$ cat src/verilog/adc_ctrl_defines.vh
// constants shared by the converter control and host interface logic
`ifndef ADC_CTRL_DEFINES_VH
`define ADC_CTRL_DEFINES_VH

// result word and byte lane layout
`define RESULT_W 12
`define RESULT_MSB 11
`define LOW_BYTE_MSB 7
`define HIGH_NIB_MSB 11
`define HIGH_NIB_LSB 8
`define HIGH_PAD 4'h0
`define BUS_W 8

// serial lanes repurposed from the parallel bus
`define LANE_STROBE 5
`define LANE_SCLK 6
`define LANE_DOUT 7

// conversion length in conversion clock falling edges
`define END_EDGE 4'hd
`define EDGE_CNT_W 4
`define EDGE_ZERO 4'h0
`define EDGE_ONE 4'h1

// timing: core clock period and internal oscillator rate
`define CORE_PERIOD_NS 100
`define OSC_FREQ_KHZ 1000
// half period of oscillator in core cycles, rounded down, at least one
`define OSC_HALF_CYC ((1000000 / (`OSC_FREQ_KHZ * 2 * `CORE_PERIOD_NS)) < 1 ? \
    1 : (1000000 / (`OSC_FREQ_KHZ * 2 * `CORE_PERIOD_NS)))
`define OSC_CNT_W 8

// one-hot states
`define ST_IDLE 2'b01
`define ST_CONV 2'b10

`endif

$ cat src/verilog/adc_host_ctrl.v
// control, conversion sequencing and host interface of a 12-bit sampler
`timescale 1ns/1ps
`include "adc_ctrl_defines.vh"

module adc_host_ctrl #(
    parameter OSC_HALF = `OSC_HALF_CYC
) (
    // clock and reset
    input wire core_clk_in,
    input wire resetn_in,
    // mode straps from the board
    input wire power_down_n_in,
    input wire power_down_open_in,
    input wire polarity_select_in,
    input wire interface_select_in,
    input wire int_osc_select_in,
    // host control strobes
    input wire chip_select_n_in,
    input wire read_n_in,
    input wire high_byte_select_in,
    // conversion clock pin, serial clock in serial mode
    input wire conv_clk_in,
    // raw successive-approximation word from the analog core
    input wire [`RESULT_W-1:0] sample_in,
    // power and reference state
    output reg converter_active_out,
    output reg ext_ref_comp_out,
    // conversion status
    output reg busy_n_out,
    // data lines, enable low while driven
    output reg [`BUS_W-1:0] data_out,
    output reg [`BUS_W-1:0] data_oe_n_out
);

    ////////////////////////////////////////////////////////////////////////
    // input synchronisers
    ////////////////////////////////////////////////////////////////////////

    reg [6:0] sync1_reg;
    reg [6:0] sync2_reg;
    reg [`RESULT_W-1:0] sample1_reg;
    reg [`RESULT_W-1:0] sample2_reg;

    // two flops on every pin, first stage read only by the second
    always @(posedge core_clk_in) begin
        if (!resetn_in) begin
            sync1_reg <= 7'h1f;
            sync2_reg <= 7'h1f;
            sample1_reg <= 12'h000;
            sample2_reg <= 12'h000;
        end else begin
            sync1_reg <= {int_osc_select_in, conv_clk_in, high_byte_select_in,
                read_n_in, chip_select_n_in, power_down_open_in,
                power_down_n_in};
            sync2_reg <= sync1_reg;
            sample1_reg <= sample_in;
            sample2_reg <= sample1_reg;
        end
    end

    reg [2:0] strap1_reg;
    reg [2:0] strap2_reg;

    // polarity and interface straps on a second pair so the bundle above stays readable
    always @(posedge core_clk_in) begin
        if (!resetn_in) begin
            strap1_reg <= 3'h0;
            strap2_reg <= 3'h0;
        end else begin
            strap1_reg <= {interface_select_in, polarity_select_in, 1'b0};
            strap2_reg <= strap1_reg;
        end
    end

    wire pd_n = sync2_reg[0];
    wire pd_open = sync2_reg[1];
    wire cs_n = sync2_reg[2];
    wire rd_n = sync2_reg[3];
    wire high_byte_select = sync2_reg[4];
    wire ext_clk = sync2_reg[5];
    wire use_osc = sync2_reg[6];
    wire bipolar = strap2_reg[1];
    wire parallel = strap2_reg[2];

    ////////////////////////////////////////////////////////////////////////
    // conversion clock: pin or internal oscillator
    ////////////////////////////////////////////////////////////////////////

    reg [`OSC_CNT_W-1:0] osc_cnt_reg;
    reg osc_reg;

    // the oscillator is modelled as a divider of the core clock; it stops
    // in power-down, just as the real capacitor oscillator is gated off
    always @(posedge core_clk_in) begin
        if (!resetn_in || !pd_n) begin
            osc_cnt_reg <= 8'h00;
            osc_reg <= 1'b0;
        end else if (osc_cnt_reg == OSC_HALF[`OSC_CNT_W-1:0] - 8'h01) begin
            osc_cnt_reg <= 8'h00;
            osc_reg <= ~osc_reg;
        end else begin
            osc_cnt_reg <= osc_cnt_reg + 8'h01;
        end
    end

    wire cclk = use_osc ? osc_reg : ext_clk;
    reg cclk_d_reg;
    reg cs_n_d_reg;
    reg rd_n_d_reg;

    // previous values for edge detection, all on synchronised signals
    always @(posedge core_clk_in) begin
        if (!resetn_in) begin
            cclk_d_reg <= 1'b0;
            cs_n_d_reg <= 1'b1;
            rd_n_d_reg <= 1'b1;
        end else begin
            cclk_d_reg <= cclk;
            cs_n_d_reg <= cs_n;
            rd_n_d_reg <= rd_n;
        end
    end

    wire cclk_fall = cclk_d_reg & ~cclk;
    wire cclk_rise = ~cclk_d_reg & cclk;

    ////////////////////////////////////////////////////////////////////////
    // start detection
    ////////////////////////////////////////////////////////////////////////

    // parallel: the later of cs and read going low opens the access
    wire acc_now = ~cs_n & ~rd_n;
    wire acc_prev = ~cs_n_d_reg & ~rd_n_d_reg;
    wire par_start = parallel & acc_now & ~acc_prev & ~high_byte_select;
    wire ser_start = ~parallel & ~cs_n & cs_n_d_reg & ~high_byte_select;
    wire start_req = (par_start | ser_start) & pd_n;

    // output coding applied to the raw word
    function [`RESULT_W-1:0] code_word;
        input [`RESULT_W-1:0] raw;
        input polarity_select;
        begin
            code_word = raw;
            code_word[`RESULT_MSB] = raw[`RESULT_MSB] ^ polarity_select;
        end
    endfunction

    ////////////////////////////////////////////////////////////////////////
    // conversion sequencer
    ////////////////////////////////////////////////////////////////////////

    reg [1:0] state_reg;
    reg [1:0] state_next;
    reg [`EDGE_CNT_W-1:0] edge_reg;
    reg [`EDGE_CNT_W-1:0] edge_next;
    reg [`RESULT_W-1:0] held_reg;
    reg [`RESULT_W-1:0] held_next;
    reg [`RESULT_W-1:0] result_reg;
    reg strobe_reg;
    reg strobe_next;
    reg sdata_reg;
    reg sdata_next;

    // one-hot sequencer; the word is held at start like the track/hold
    always @* begin
        state_next = state_reg;
        edge_next = edge_reg;
        held_next = held_reg;
        strobe_next = strobe_reg;
        sdata_next = sdata_reg;
        case (state_reg)
            `ST_IDLE: begin
                if (start_req) begin
                    state_next = `ST_CONV;
                    edge_next = `EDGE_ZERO;
                    held_next = code_word(sample2_reg, bipolar);
                    strobe_next = 1'b0;
                    sdata_next = 1'b0;
                end
            end
            `ST_CONV: begin
                // further starts fall through here unseen
                if (!pd_n) begin
                    state_next = `ST_IDLE;
                    strobe_next = 1'b0;
                end else if (cclk_rise && edge_reg == `EDGE_ZERO) begin
                    strobe_next = 1'b1; // announces the msb
                end else if (cclk_fall) begin
                    edge_next = edge_reg + `EDGE_ONE;
                    strobe_next = 1'b0;
                    // one bit per falling edge, msb first
                    sdata_next = held_reg[`RESULT_MSB];
                    held_next = {held_reg[`RESULT_MSB-1:0], held_reg[0]};
                    if (edge_reg + `EDGE_ONE == `END_EDGE) begin
                        state_next = `ST_IDLE;
                    end
                end
            end
            default: begin
                state_next = `ST_IDLE;
            end
        endcase
    end

    reg [`RESULT_W-1:0] shadow_reg;

    // result is copied at start and written to the buffer only at the end,
    // so the previous result stays readable during a conversion
    always @(posedge core_clk_in) begin
        if (!resetn_in) begin
            state_reg <= `ST_IDLE;
            edge_reg <= `EDGE_ZERO;
            held_reg <= 12'h000;
            shadow_reg <= 12'h000;
            result_reg <= 12'h000;
            strobe_reg <= 1'b0;
            sdata_reg <= 1'b0;
        end else begin
            state_reg <= state_next;
            edge_reg <= edge_next;
            held_reg <= held_next;
            strobe_reg <= strobe_next;
            sdata_reg <= sdata_next;
            if (state_reg == `ST_IDLE && start_req) begin
                shadow_reg <= code_word(sample2_reg, bipolar);
            end
            if (state_reg == `ST_CONV && state_next == `ST_IDLE && pd_n) begin
                result_reg <= shadow_reg;
            end
        end
    end

    wire converting = (state_reg == `ST_CONV);

    ////////////////////////////////////////////////////////////////////////
    // output registers
    ////////////////////////////////////////////////////////////////////////

    reg [`BUS_W-1:0] par_word;
    reg [`BUS_W-1:0] bus_next;
    reg [`BUS_W-1:0] oe_n_next;
    reg sclk_run;

    // lane and enable selection for both interface modes
    always @* begin
        if (high_byte_select) begin
            par_word = {`HIGH_PAD,
                result_reg[`HIGH_NIB_MSB:`HIGH_NIB_LSB]};
        end else begin
            par_word = result_reg[`LOW_BYTE_MSB:0];
        end
        sclk_run = (converting | high_byte_select) & cclk;
        bus_next = 8'h00;
        oe_n_next = 8'hff;
        if (parallel) begin
            bus_next = par_word;
            if (acc_now) begin
                oe_n_next = 8'h00;
            end
        end else begin
            bus_next[`LANE_STROBE] = strobe_reg;
            bus_next[`LANE_SCLK] = sclk_run;
            bus_next[`LANE_DOUT] = sdata_reg;
            if (!cs_n) begin
                oe_n_next[`LANE_DOUT] = 1'b0;
                if (!rd_n) begin
                    oe_n_next[`LANE_STROBE] = 1'b0;
                    oe_n_next[`LANE_SCLK] = 1'b0;
                end
            end
        end
    end

    // every top output leaves from a flop
    always @(posedge core_clk_in) begin
        if (!resetn_in) begin
            busy_n_out <= 1'b1;
            data_out <= 8'h00;
            data_oe_n_out <= 8'hff;
            converter_active_out <= 1'b0;
            ext_ref_comp_out <= 1'b0;
        end else begin
            busy_n_out <= ~(converting & ~(state_next == `ST_IDLE));
            data_out <= bus_next;
            data_oe_n_out <= oe_n_next;
            converter_active_out <= pd_n | pd_open;
            ext_ref_comp_out <= pd_open;
        end
    end

endmodule

$ cat config.mk
export PLATFORM = sky130hd
export DESIGN_NAME = adc_host_ctrl
export DESIGN_NICKNAME = d
export VERILOG_FILES = /design/src/verilog/adc_host_ctrl.v
export VERILOG_INCLUDE_DIRS = /design/src /design/src/verilog
export SDC_FILE = /design/constraint.sdc
export NUM_CORES = 1
export LEC_CHECK = 0
export BUFFER_PORTS_ARGS = -buffer_cell sky130_fd_sc_hd__buf_2
export CAP_MARGIN = 40
export CORE_ASPECT_RATIO = 0.75
export CORE_UTILIZATION = 52
export CTS_CLUSTER_DIAMETER = 50
export CTS_CLUSTER_SIZE = 30
export DETAILED_ROUTE_END_ITERATION = 8
export GPL_ROUTABILITY_DRIVEN = 0
export PLACE_DENSITY_LB_ADDON = 0.25
export SYNTH_ARGS = -nofsm -noshare
export SYNTH_HDL_FRONTEND = slang
export SYNTH_SLANG_ARGS = --single-unit
export TNS_END_PERCENT = 20
$ cat constraint.sdc
create_clock -name core_clk_in -period 1.7 [get_ports core_clk_in]
set_input_delay 0.085 -clock core_clk_in [delete_from_list [all_inputs] [get_ports core_clk_in]]
set_output_delay 0.085 -clock core_clk_in [all_outputs]
set_load 0.03 [all_outputs]
After elaboration in Yosys (flattened, before gate mapping)
Cells that the tools add are included.

storage, ports and cells
  logic and storage cells = 118
  bits of input ports = 23
  register bits = 119

operators by class
  $add $sub $neg = 2
  reductions and logical operators = 15
  equal/unequal tests = 10
  muxes and demuxes = 32
  bitwise operators = 31

operators by type and width
  kind                                                    number
  2-to-1 mux 12 bit                                       4
  one-hot mux 12 bit (2 select lines)                     1
  2-to-1 mux 4 bit                                        4
  2-to-1 mux 8 bit                                        2
  NOT 1 bit                                               14
  bitwise AND 1 bit                                       13
  2-to-1 mux 2 bit                                        6
  2-to-1 mux 3 bit                                        3
  adder 8 x 1 -> 8 bit (second input constant)            1
  == test 8 x 3 -> 1 bit (second input constant)          1
  2-to-1 mux 1 bit                                        8
  inequality test 2 bit (second input constant)           4
  one-hot mux 4 bit (2 select lines)                      1
  AND reduction 3 bit                                     2
  AND reduction 5 bit                                     1
  adder 4 x 1 -> 4 bit (second input constant)            1
  == test 2 x 1 -> 1 bit (second input constant)          2
  == test 4 bit (second input constant)                   1
  logical AND 1 bit                                       4
  zero test 4 bit                                         1
  inequality test 4 x 3 -> 1 bit (second input constant)  1
  one-hot mux 1 bit (2 select lines)                      2
  one-hot mux 2 bit (2 select lines)                      1
  bitwise OR 1 bit                                        3
  other kinds (8)                                         9

Depth between registers and ports, before layout
Gate-level depths: netlist (run 1).

  word-level depth = 13
  depth in mapped cells = 9

Worst setup path after synthesis (run 1)
Ideal clock, no wire load.

  path kind = register -> register
  start point = register edge_reg[0]
  end point = register result_reg[10]
  data arrival time = 1612 ps
  path slack = -30 ps
  period minus slack after synthesis = 1730 ps
  stages on the path, launching flop included = 9
  path through = dfxtp_1 > ha_1 > xor2_1 > and4_4 > nand2_2 > a21oi_2 > o311a_4 > buf_12 > mux2i_1

on the way
  cells in the longest elaborated chain, start to end = 10
  elaborated cells between the ends (all ways) = 12
  those cells by class = add/sub: 1; eq/ne: 2; mux: 5; reduce/logical: 4

RTL lines
  item                                         line                 text
  start, declared                              adc_host_ctrl.v:154  reg [`EDGE_CNT_W-1:0] edge_reg;
  start signal, assigned                       adc_host_ctrl.v:212  edge_reg <= `EDGE_ZERO;
  start signal, assigned                       adc_host_ctrl.v:220  edge_reg <= edge_next;
  adder 4 x 1 -> 4 bit (no source line)        -
  == test 4 bit (no source line)               -
  2-to-1 mux 2 bit                             adc_host_ctrl.v:194  if (edge_reg + `EDGE_ONE == `END_EDGE) begin
  2-to-1 mux 2 bit                             adc_host_ctrl.v:188  end else if (cclk_fall) begin
  2-to-1 mux 2 bit (*)                         adc_host_ctrl.v:186  end else if (cclk_rise && edge_reg == `EDGE_ZERO) begin
  2-to-1 mux 2 bit (*)                         adc_host_ctrl.v:183  if (!pd_n) begin
  one-hot mux 2 bit (2 select lines) (*)       adc_host_ctrl.v:171  case (state_reg)
  == test 2 x 1 -> 1 bit (no source line) (*)  -
  logical AND 1 bit (no source line) (*)       -
  logical AND 1 bit (*)                        adc_host_ctrl.v:227  if (state_reg == `ST_CONV && state_next == `ST_IDLE && pd_n) begin
  end signal, assigned                         adc_host_ctrl.v:228  result_reg <= shadow_reg;
  end, declared                                adc_host_ctrl.v:158  reg [`RESULT_W-1:0] result_reg;

Every way passes the cells marked *; elsewhere a longest branch is shown, timed or not.
A chain may end at the register's enable or synchronous reset.

Worst setup path in the final report (run 1)
  start point = register state_reg[1]
  end point = register result_reg[9]

on the way
  cells in the longest elaborated chain, start to end = 8
  elaborated cells between the ends (all ways) = 11
  those cells by class = eq/ne: 3; mux: 6; reduce/logical: 2

RTL lines
  item                                     line                 text
  start, declared                          adc_host_ctrl.v:152  reg [1:0] state_reg;
  start signal, assigned                   adc_host_ctrl.v:211  state_reg <= `ST_IDLE;
  start signal, assigned                   adc_host_ctrl.v:219  state_reg <= state_next;
  2-to-1 mux 2 bit                         adc_host_ctrl.v:194
  2-to-1 mux 2 bit                         adc_host_ctrl.v:188
  2-to-1 mux 2 bit                         adc_host_ctrl.v:186
  2-to-1 mux 2 bit                         adc_host_ctrl.v:183
  one-hot mux 2 bit (2 select lines)       adc_host_ctrl.v:171
  == test 2 x 1 -> 1 bit (no source line)  -
  logical AND 1 bit (no source line) (*)   -
  logical AND 1 bit (*)                    adc_host_ctrl.v:227

Marks and branches as above.

==> flow_metrics.py, run 1 <==
metrics = {
    "outcome": {
        "outcome": "finished with violations",
        "violations": "negative setup slack",
    },
    "clock_network": {
        "cts_buffer_depth": 2,
        "clk_pin_slew_ps": 100,
        "clock_latency_ps": 370,
        "cts_tree": "done",
        "cts_buffers": 9,
        "cts_sinks": 112,
        "h-tree-depth": 3,
        "cts-root-buf": "clkbuf_8",
    },
    "global_route": {
        "grt_max_degree": 67,
        "gr-total-overflow": 0,
        "antenna_found_initial": 0,
        "track_usage_pct": 19.98,
        "grt_pass1_wl_mm": 12.76,
        "first_global_vias": 2664,
    },
    "yosys": {
        "synth_top_area_cell": "dfxtp_1",
        "synth_compound_area_share_pct": 6.117,
        "synthesis.area_um2": 4173,
        "synthXorXnorAreaFrac_pct": 2.549,
        "synth.most_common_cell": "dfxtp_1",
        "synth.area.top_cells": "dfxtp_1 (54%), mux2i_1 (9.4%), and2_1 (5.8%)",
        "avgSynthCellArea_um2": 10.30,
        "synth_top_area_share_pct": 53.73,
        "synth_edf_count": 0,
        "synth_commonest_cells": "dfxtp_1 (112), nand2_1 (45), and2_1 (39), mux2i_1 (39), nor2_1 (17)",
        "async_reset_ff_share_pct": 0,
        "yosysSeqAreaShare_pct": 53.73,
        "synth.mux.area_fraction_pct": 9.685,
        "synth_adder_area_share_pct": 2.099,
        "synth-main-ff-cell": "dfxtp_1",
        "synth_top_family_by_area": "simple AND/OR/NAND/NOR gates",
        "ys_types": 43,
        "yosys.area_share.simple_pct": 21.38,
        "yosys_warnings": 0,
        "syn_nets": 435,
        "ys_seq_elements": 112,
        "synth_cells": 405,
    },
    "detailed_routing": {
        "drt_iter0_drc": 130,
        "postRouteWirelength_mm": 7.851,
        "ant_nets": 0,
        "firstDrtPassIters": 5,
        "viasPerCell": 5.003,
        "routedWlPerCell_um": 13.42,
        "drc": 0,
        "vias": 2927,
    },
    "cells_and_area": {
        "nets": 509,
        "diodes": 0,
        "area_growth_pct": 25.49,
        "drive_gt1_share_pct": 23.35,
        "layoutNonFillerInstCount": 585,
    },
    "critical_path": {
        "crit_type": "register to register",
        "startpoint_type": "register",
        "r2r-end": "result_reg[9]",
        "worstReg2RegStart": "state_reg[1]",
        "required_ps": 1960,
        "crit_arrival_ps": 2050,
        "end_kind": "register",
        "path_max_fanout": 6,
        "reg2reg_slack_ps": -80,
        "worstRegToRegCells": 6,
    },
    "sta": {
        "worst_pin_slew_ps": 385.1,
        "hold_viol_final": 0,
        "max_freq_ghz": 0.5613,
        "rsz0062_at_grt": "yes",
        "post-route-period-util_pct": 104.8,
        "final.setup_skew_ps": 11.51,
        "finalCriticalPeriod_ps": 1782,
        "final-setup-viol-count": 13,
        "setup_ws_ps": -81.54,
        "slew_headroom_pct": 74.14,
        "final_max_slew_viol_count": 0,
    },
    "pwr": {
        "power.density_nw_per_um2": 984.8,
        "leakage_nw": 2.234,
        "total_power_mw": 5.157,
        "peakVddDrop_mv": 0.6040,
    },
    "floorplanning": {
        "dieArea_um2": 8391,
        "num_rows": 27,
        "start_util_pct": 55.14,
        "coreArea_um2": 7567,
        "die_width_um": 105.4,
        "die_h_um": 79.58,
        "io_pins": 42,
    },
    "place": {
        "placed_cells": 540,
        "io_buffers": 41,
        "dp_hpwl_mm": 4.737,
    },
    "job": {
        "maxCapViolCount": 0,
    },
    "hold_path": {
        "min_from": "resetn_in",
        "whs_path_depth": 3,
        "hold_class": "input port to register",
        "hold_end": "sync2_reg[1]",
    },
}
## critical path, stage by stage (launching register included)
cell      delay (ps)
dfxtp_4          370
inv_1             60
ha_2             210
and4bb_2         300
a31oi_4          130
o311a_4          440
mux2i_2          170
## layer usage
layer / share of wire [%] / routed length (µm) / global-route usage [%]
met5: 0 / 0 / 0
met4: 2.3 / 180 / 8.873
met3: 5.1 / 402 / 5.224
met2: 41 / 3246 / 29.80
met1: 51 / 4021 / 27.25
## power breakdown
group          switching [mW]  total [mW]  internal (mW)
Sequential             0.0582        2.79           2.73
Clock                   0.883        1.81          0.923
Combinational           0.265       0.561          0.296
## timing repair
item,CTS,global route
setup endpoints to repair,27,29
pin swaps,5,8
hold endpoints to repair,21,0
hold buffers,21,0
cloned,1,2
setup buffers,0,6
gates resized for setup,16,16
## how the worst max path moves through the flow
stage	slack (ps)	endpoint	start	depth (start not counted)
floorplan	3	held_reg[10]	state_reg[0]	8
global placement	-40	result_reg[4]	edge_reg[0]	7
detailed placement	-130	result_reg[1]	edge_reg[0]	7
CTS	-50	result_reg[1]	edge_reg[0]	7
global route	-160	result_reg[9]	strap2_reg[2]	6
finish	-80	result_reg[9]	state_reg[1]	6
## final cells by class
cell class	instances	area, µm²
well taps	101	126.4
clock buffers	11	151.4
flip-flops and latches	112	2252
fillers	605	2331
inverters	11	41.29
multi-input cells	257	1882
repair buffers	88	695.7
clock inverters	5	87.58
## layout by cell type (no fill, tap or decap), drive strengths merged, types with 10 or more instances in the layout
cell type,count
o211a,10
nor2,17
mux2i,40
and2,39
nand2b,15
dfxtp,112
nand2,46
inv,12
dlygate4sd3,21
buf,65
clkbuf,13
nor2b,16
nand3,16
## stage by stage
step	utilization [%]	instance area [µm²]	setup TNS (ps)	setup WS (ps)	hold WS, ps
after floorplan	-	4175	0	3.146	186.5
after global placement	60.20	4556	-410.3	-36.88	265.7
after detailed placement	60.20	4556	-1563	-127.5	275.4
after CTS	67.30	5092	-246.0	-48.55	114.4
after global routing	69.20	5236	-2435	-155.8	117.5
final	69.20	5236	-510.6	-81.54	119.2
## cell families (layout without fill, tap and decap cells)
family	count (synthesis)	after routing
adders and majority gates	7	7
DFF	112	112
xor gates and xnor gates	10	10
buffers and inverters	37	115
muxes	40	40
and+or+nand+nor	167	167
AOI/OAI and AO/OA	32	33
Power figures use the tool's default switching activity.
==> run 2, diff against run 1 <==
Settings changed: SETUP_SLACK_MARGIN set to 0.1.
==> run 2 against run 1 <==
  * Critical path depth unchanged
  * Clock skew increased by 3.2 ps
  * Clock-buffer cell count decreased by 1
  * Combinational power decreased by 2%
  * The run still ends with negative setup slack left
  * Setup slack improved by 77 ps
  * Via count decreased by 1.7%
  * Non-clock buffer count decreased by 5
  * Total power decreased by 1.3%
==> flow_metrics.py, run 2 (synthesis results as in run 1) <==
metrics = {
    "cells_and_area": {
        "layoutNonFillerInstCount": 580,
        "nets": 504,
        "area_growth_pct": 23.90,
        "drive_gt1_share_pct": 21.92,
        "final_cell_mix": "dfxtp_1 (106), nand2_1 (45), buf_2 (41), mux2i_1 (39), and2_1 (38)",
        "diodes": 0,
        "final_common_cell": "dfxtp_1",
        "final_area_um2": 5170,
    },
    "critical_path": {
        "worstRegToRegCells": 6,
        "crit_slowest_cell": "dfxtp_2",
        "path_max_fanout": 6,
        "end_kind": "register",
        "startpoint_type": "register",
        "worstReg2RegStart": "state_reg[1]",
        "reg2reg_slack_ps": -5,
        "required_ps": 2000,
        "cp_top_family": "compound AO/OA/AOI/OAI gates",
        "crit_arrival_ps": 2000,
        "r2r-end": "result_reg[1]",
        "critPathBufInv": 1,
        "crit_type": "register to register",
        "cpPeakStageDelay_ps": 400,
        "crit_chain": "inv_2 > ha_4 > and4bb_1 > a31oi_2 > o311a_4 > mux2i_1",
    },
    "floorplanning": {
        "dieArea_um2": 8391,
        "die_h_um": 79.58,
        "die_width_um": 105.4,
        "num_rows": 27,
        "io_pins": 42,
        "coreArea_um2": 7567,
        "start_util_pct": 55.14,
    },
    "detailed_routing": {
        "vias": 2877,
        "postRouteWirelength_mm": 7.898,
        "viasPerCell": 4.960,
        "drc": 0,
        "ant_nets": 0,
        "drt_iter0_drc": 124,
        "routedWlPerCell_um": 13.62,
        "firstDrtPassIters": 4,
    },
    "sta": {
        "hold_viol_final": 0,
        "finalCriticalPeriod_ps": 1705,
        "final_max_slew_viol_count": 0,
        "rsz0062_at_grt": "yes",
        "max_freq_ghz": 0.5865,
        "final.setup_skew_ps": 14.71,
        "worst_pin_slew_ps": 408.4,
        "slew_headroom_pct": 72.58,
        "post-route-period-util_pct": 100.3,
        "setup_ws_ps": -4.933,
        "final-setup-viol-count": 3,
    },
    "job": {
        "maxCapViolCount": 0,
    },
    "global_route": {
        "grt_max_degree": 61,
        "grt_pass1_wl_mm": 13.00,
        "track_usage_pct": 20.26,
        "first_global_vias": 2755,
        "gr-total-overflow": 0,
        "antenna_found_initial": 0,
    },
    "hold_path": {
        "hold_end": "sync2_reg[2]",
        "hold_class": "input port to register",
        "whs_path_depth": 3,
        "min_from": "resetn_in",
    },
    "clock_network": {
        "cts_buffers": 9,
        "cts_sinks": 112,
        "clk_pin_slew_ps": 100,
        "h-tree-depth": 3,
        "cts_tree": "done",
        "cts_buffer_depth": 2,
        "clock_latency_ps": 370,
        "cts-root-buf": "clkbuf_8",
    },
    "outcome": {
        "outcome": "finished with violations",
        "violations": "negative setup slack",
    },
    "pwr": {
        "peakVddDrop_mv": 0.6549,
        "power.density_nw_per_um2": 984.4,
        "leakage_nw": 2.197,
    },
    "place": {
        "io_buffers": 41,
        "placed_cells": 536,
        "dp_hpwl_mm": 4.914,
        "placed_area_um2": 4577,
    },
}
[run 2: cell type report]
| cell class | instances | area, µm² |
|---|---|---|
| Fill cell | 564 | 2397 |
| Sequential cell | 112 | 2255 |
| Clock inverter | 6 | 90.09 |
| Clock buffer | 10 | 137.6 |
| Multi-Input combinational cell | 257 | 1868 |
| Inverter | 11 | 41.29 |
| Tap cell | 101 | 126.4 |
| Timing Repair Buffer | 83 | 651.9 |
[run 2: worst max-delay path by stage]
| stage | startpoint | to | slack [ps] | depth (start not counted) |
|---|---|---|---|---|
| floorplan | state_reg[1] | result_reg[10] | 50 | 7 |
| global placement | edge_reg[1] | result_reg[4] | 20 | 7 |
| detailed placement | state_reg[0] | edge_reg[0] | -90 | 9 |
| CTS | edge_reg[1] | result_reg[1] | 10 | 7 |
| global route | edge_reg[1] | result_reg[9] | -100 | 7 |
| finish | state_reg[1] | result_reg[1] | -5 | 6 |
[run 2: worst register-to-register path, stage by stage, from the launching register on]
cell and delay, ps:
dfxtp_2 400, inv_2 60, ha_4 160, and4bb_1 220
a31oi_2 300, o311a_4 310, mux2i_1 190
[run 2: where the power goes]
part	internal (mW)	switching (mW)	total (mW)
Sequential	2.73	0.0618	2.79
Clock	0.876	0.871	1.75
Combinational	0.294	0.255	0.549
[run 2: timing repair]
action	in CTS	in global routing
pin swaps	3	0
endpoints found under the hold margin	21	0
hold buffers	21	0
gates cloned	3	0
setup buffers	3	1
gates resized for setup	9	5
setup endpoints to repair	28	32
[run 2: per-layer routing]
layer	part of all wire, %	global-route usage [%]	up-vias
li1	-	-	1470
met1	51	27.04	1342
met2	44	32.43	57
met3	3.9	5.224	8
met4	1.2	5.915	0
met5	0	0	-
[run 2: per-stage QoR]
| step | setup TNS [ps] | total power [mW] | utilization, % | hold WS [ps] | setup slack, ps |
|---|---|---|---|---|---|
| 2_1_floorplan | 0 | 3.127 | - | 186.5 | 54.42 |
| 3_3_place_gp | 0 | 3.234 | 60.48 | 264.7 | 21.92 |
| 3_5_place_dp | -775.8 | 3.258 | 60.48 | 272.2 | -86.47 |
| 4_1_cts | 0 | 5.111 | 67.92 | 113.2 | 14.00 |
| 5_1_grt | -1202 | 5.287 | 68.32 | 130.2 | -102.2 |
| 6_report | -8.852 | 5.089 | 68.32 | 130.4 | -4.933 |
==> run 3, diff against run 2 <==
Settings changed: CORE_UTILIZATION 52 to 58, HOLD_SLACK_MARGIN set to 0.15.
Clock period 1.7 ns to 1.58 ns, I/O delays scaled along.
==> run 3 against run 2 <==
  * The flow still finishes with violations (negative setup slack)
  * Via count is 3.2% higher
  * Die area is 10% lower
  * Setup slack worse by 150 ps
  * Clock-buffer cell count is 1 lower
  * Combinational power is 1% lower
  * Critical path type unchanged
  * Critical endpoint unchanged
  * Largest power group unchanged
==> flow_metrics.py, run 3 (synthesis results as in run 1) <==
metrics = {
    "outcome": {
        "outcome": "finished with violations",
        "violations": "negative setup slack",
    },
    "cells_and_area": {
        "diodes": 0,
        "drive_gt1_share_pct": 24.39,
        "nets": 513,
        "final_cell_mix": "dfxtp_1 (105), nand2_1 (45), buf_2 (41), mux2i_1 (39), and2_1 (38)",
        "final_common_cell": "dfxtp_1",
        "fillers": 476,
        "fin_util_pct": 75.15,
        "area_growth_pct": 24.20,
        "final_area_um2": 5182,
    },
    "detailed_routing": {
        "routedWlPerCell_um": 13.68,
        "postRouteWirelength_mm": 8.016,
        "drc": 0,
        "firstDrtPassIters": 4,
        "ant_nets": 0,
        "viasPerCell": 5.068,
        "drt_iter0_drc": 121,
        "vias": 2970,
    },
    "clock_network": {
        "cts-root-buf": "clkbuf_8",
        "cts_tree": "done",
        "clock_latency_ps": 380,
        "cts_buffers": 9,
        "cts_buffer_depth": 2,
        "clk_pin_slew_ps": 110,
        "cts_sinks": 112,
        "h-tree-depth": 3,
    },
    "global_route": {
        "first_global_vias": 2738,
        "track_usage_pct": 22.69,
        "met3_usage_pct": 5.505,
        "grt.busiest_layer": "met2",
        "grt_util_met2_pct": 38.62,
        "antenna_found_initial": 0,
        "grt_max_degree": 44,
        "gr-total-overflow": 0,
        "use_met1_pct": 28.99,
        "grt_pass1_wl_mm": 12.90,
    },
    "place": {
        "io_buffers": 41,
        "placed_area_um2": 4648,
        "dp_hpwl_mm": 4.855,
    },
    "sta": {
        "hold_slack_ps": 414.6,
        "post-route-period-util_pct": 109.7,
        "finalCriticalPeriod_ps": 1733,
        "final-setup-viol-count": 17,
        "final.setup_skew_ps": 11.88,
        "slew_headroom_pct": 62.18,
        "hold_viol_final": 0,
        "worst_pin_slew_ps": 567.3,
        "rsz0062_at_grt": "yes",
        "max_freq_ghz": 0.5769,
        "setup_ws_ps": -153.4,
        "final_max_slew_viol_count": 0,
    },
    "job": {
        "maxCapViolCount": 0,
    },
    "pwr": {
        "pwr-share-clk_pct": 31.4,
        "leakage_nw": 2.210,
        "power.density_nw_per_um2": 997.4,
        "peakVddDrop_mv": 0.8706,
        "switching_share_pct": 25.93,
        "p_sw_mw": 1.340,
        "combPwrFrac_pct": 10.5,
        "cellInternalPower_mw": 3.828,
        "seqPwrFrac_pct": 58.1,
    },
    "floorplanning": {
        "dieArea_um2": 7541,
        "coreArea_um2": 6897,
        "die_h_um": 75.46,
        "num_rows": 26,
        "start_util_pct": 60.50,
        "die_width_um": 99.94,
        "io_pins": 42,
    },
    "critical_path": {
        "required_ps": 1900,
        "crit_slowest_cell": "dfxtp_4",
        "cpPeakStageDelay_ps": 380,
        "crit_arrival_ps": 2050,
        "critPathBufInv": 0,
        "end_kind": "register",
        "cp_top_family": "compound AO/OA/AOI/OAI gates",
        "crit_type": "register to register",
        "startpoint_type": "register",
        "path_max_fanout": 6,
        "crit_chain": "ha_4 > xor2_1 > and4_4 > nand2_2 > a21oi_4 > o311a_4 > mux2i_1",
    },
    "hold_path": {
        "hold_class": "register to register",
    },
}
-- run 3: worst reg2reg max path, stage by stage, from the launching register on --
cell,delay [ps]
dfxtp_4,380
ha_4,130
xor2_1,150
and4_4,240
nand2_2,70
a21oi_4,190
o311a_4,270
mux2i_1,230
-- run 3: area by class of cell --
cell class	count	area, µm²	share of cell area (%)
Sequential cell	112	2258	43.58
Multi-Input combinational cell	257	1873	36.14
Timing Repair Buffer	92	700.7	13.52
Clock buffer	9	123.9	2.390
Tap cell	98	122.6	2.366
Clock inverter	7	62.56	1.207
Inverter	11	41.29	0.7967
-- run 3: metal layers --
layer  wire [µm]  up-vias
met5           0        -
met4         124        0
met3         319       14
met2        3660       60
met1        3912     1409
li1            -     1487
-- run 3: final timing paths --
path / startpoint / slack, ps / to / cells after the start
max: edge_reg[1] / -150 / result_reg[1] / 7
min: sync1_reg[3] / 410 / sync2_reg[3] / 1
max reg2reg: edge_reg[1] / -150 / result_reg[1] / 7
min reg2reg: sync1_reg[3] / 410 / sync2_reg[3] / 1
-- run 3: metrics by stage --
| stage | cells | TNS, ps | worst slack, ps | total power [mW] |
|---|---|---|---|---|
| global placement | 543 | -1160 | -93.70 | 3.502 |
| floorplan | 405 | -1052 | -65.58 | 3.364 |
| finish | 586 | -1736 | -153.4 | 5.169 |
| global route | 586 | -4164 | -261.7 | 5.369 |
| detailed placement | 543 | -2326 | -197.2 | 3.521 |
| CTS | 583 | -1403 | -132.0 | 5.175 |
-- run 3: what timing repair did --
action	4_1_cts	5_1_grt
endpoints found under the setup margin	42	53
resized for setup	11	10
pin swaps	4	1
hold endpoints to repair	22	0
hold buffers	22	0
buffers inserted	1	3
gates cloned	1	0
-- run 3: power groups by stage --
stage / Combinational, mW / Clock [mW] / Sequential (mW)
final: 0.543 / 1.62 / 3.00
after floorplan: 0.303 / 0 / 3.06
after global routing: 0.595 / 1.75 / 3.02
after global placement: 0.438 / 0 / 3.06
after detailed placement: 0.450 / 0 / 3.07
after CTS: 0.529 / 1.64 / 3.01
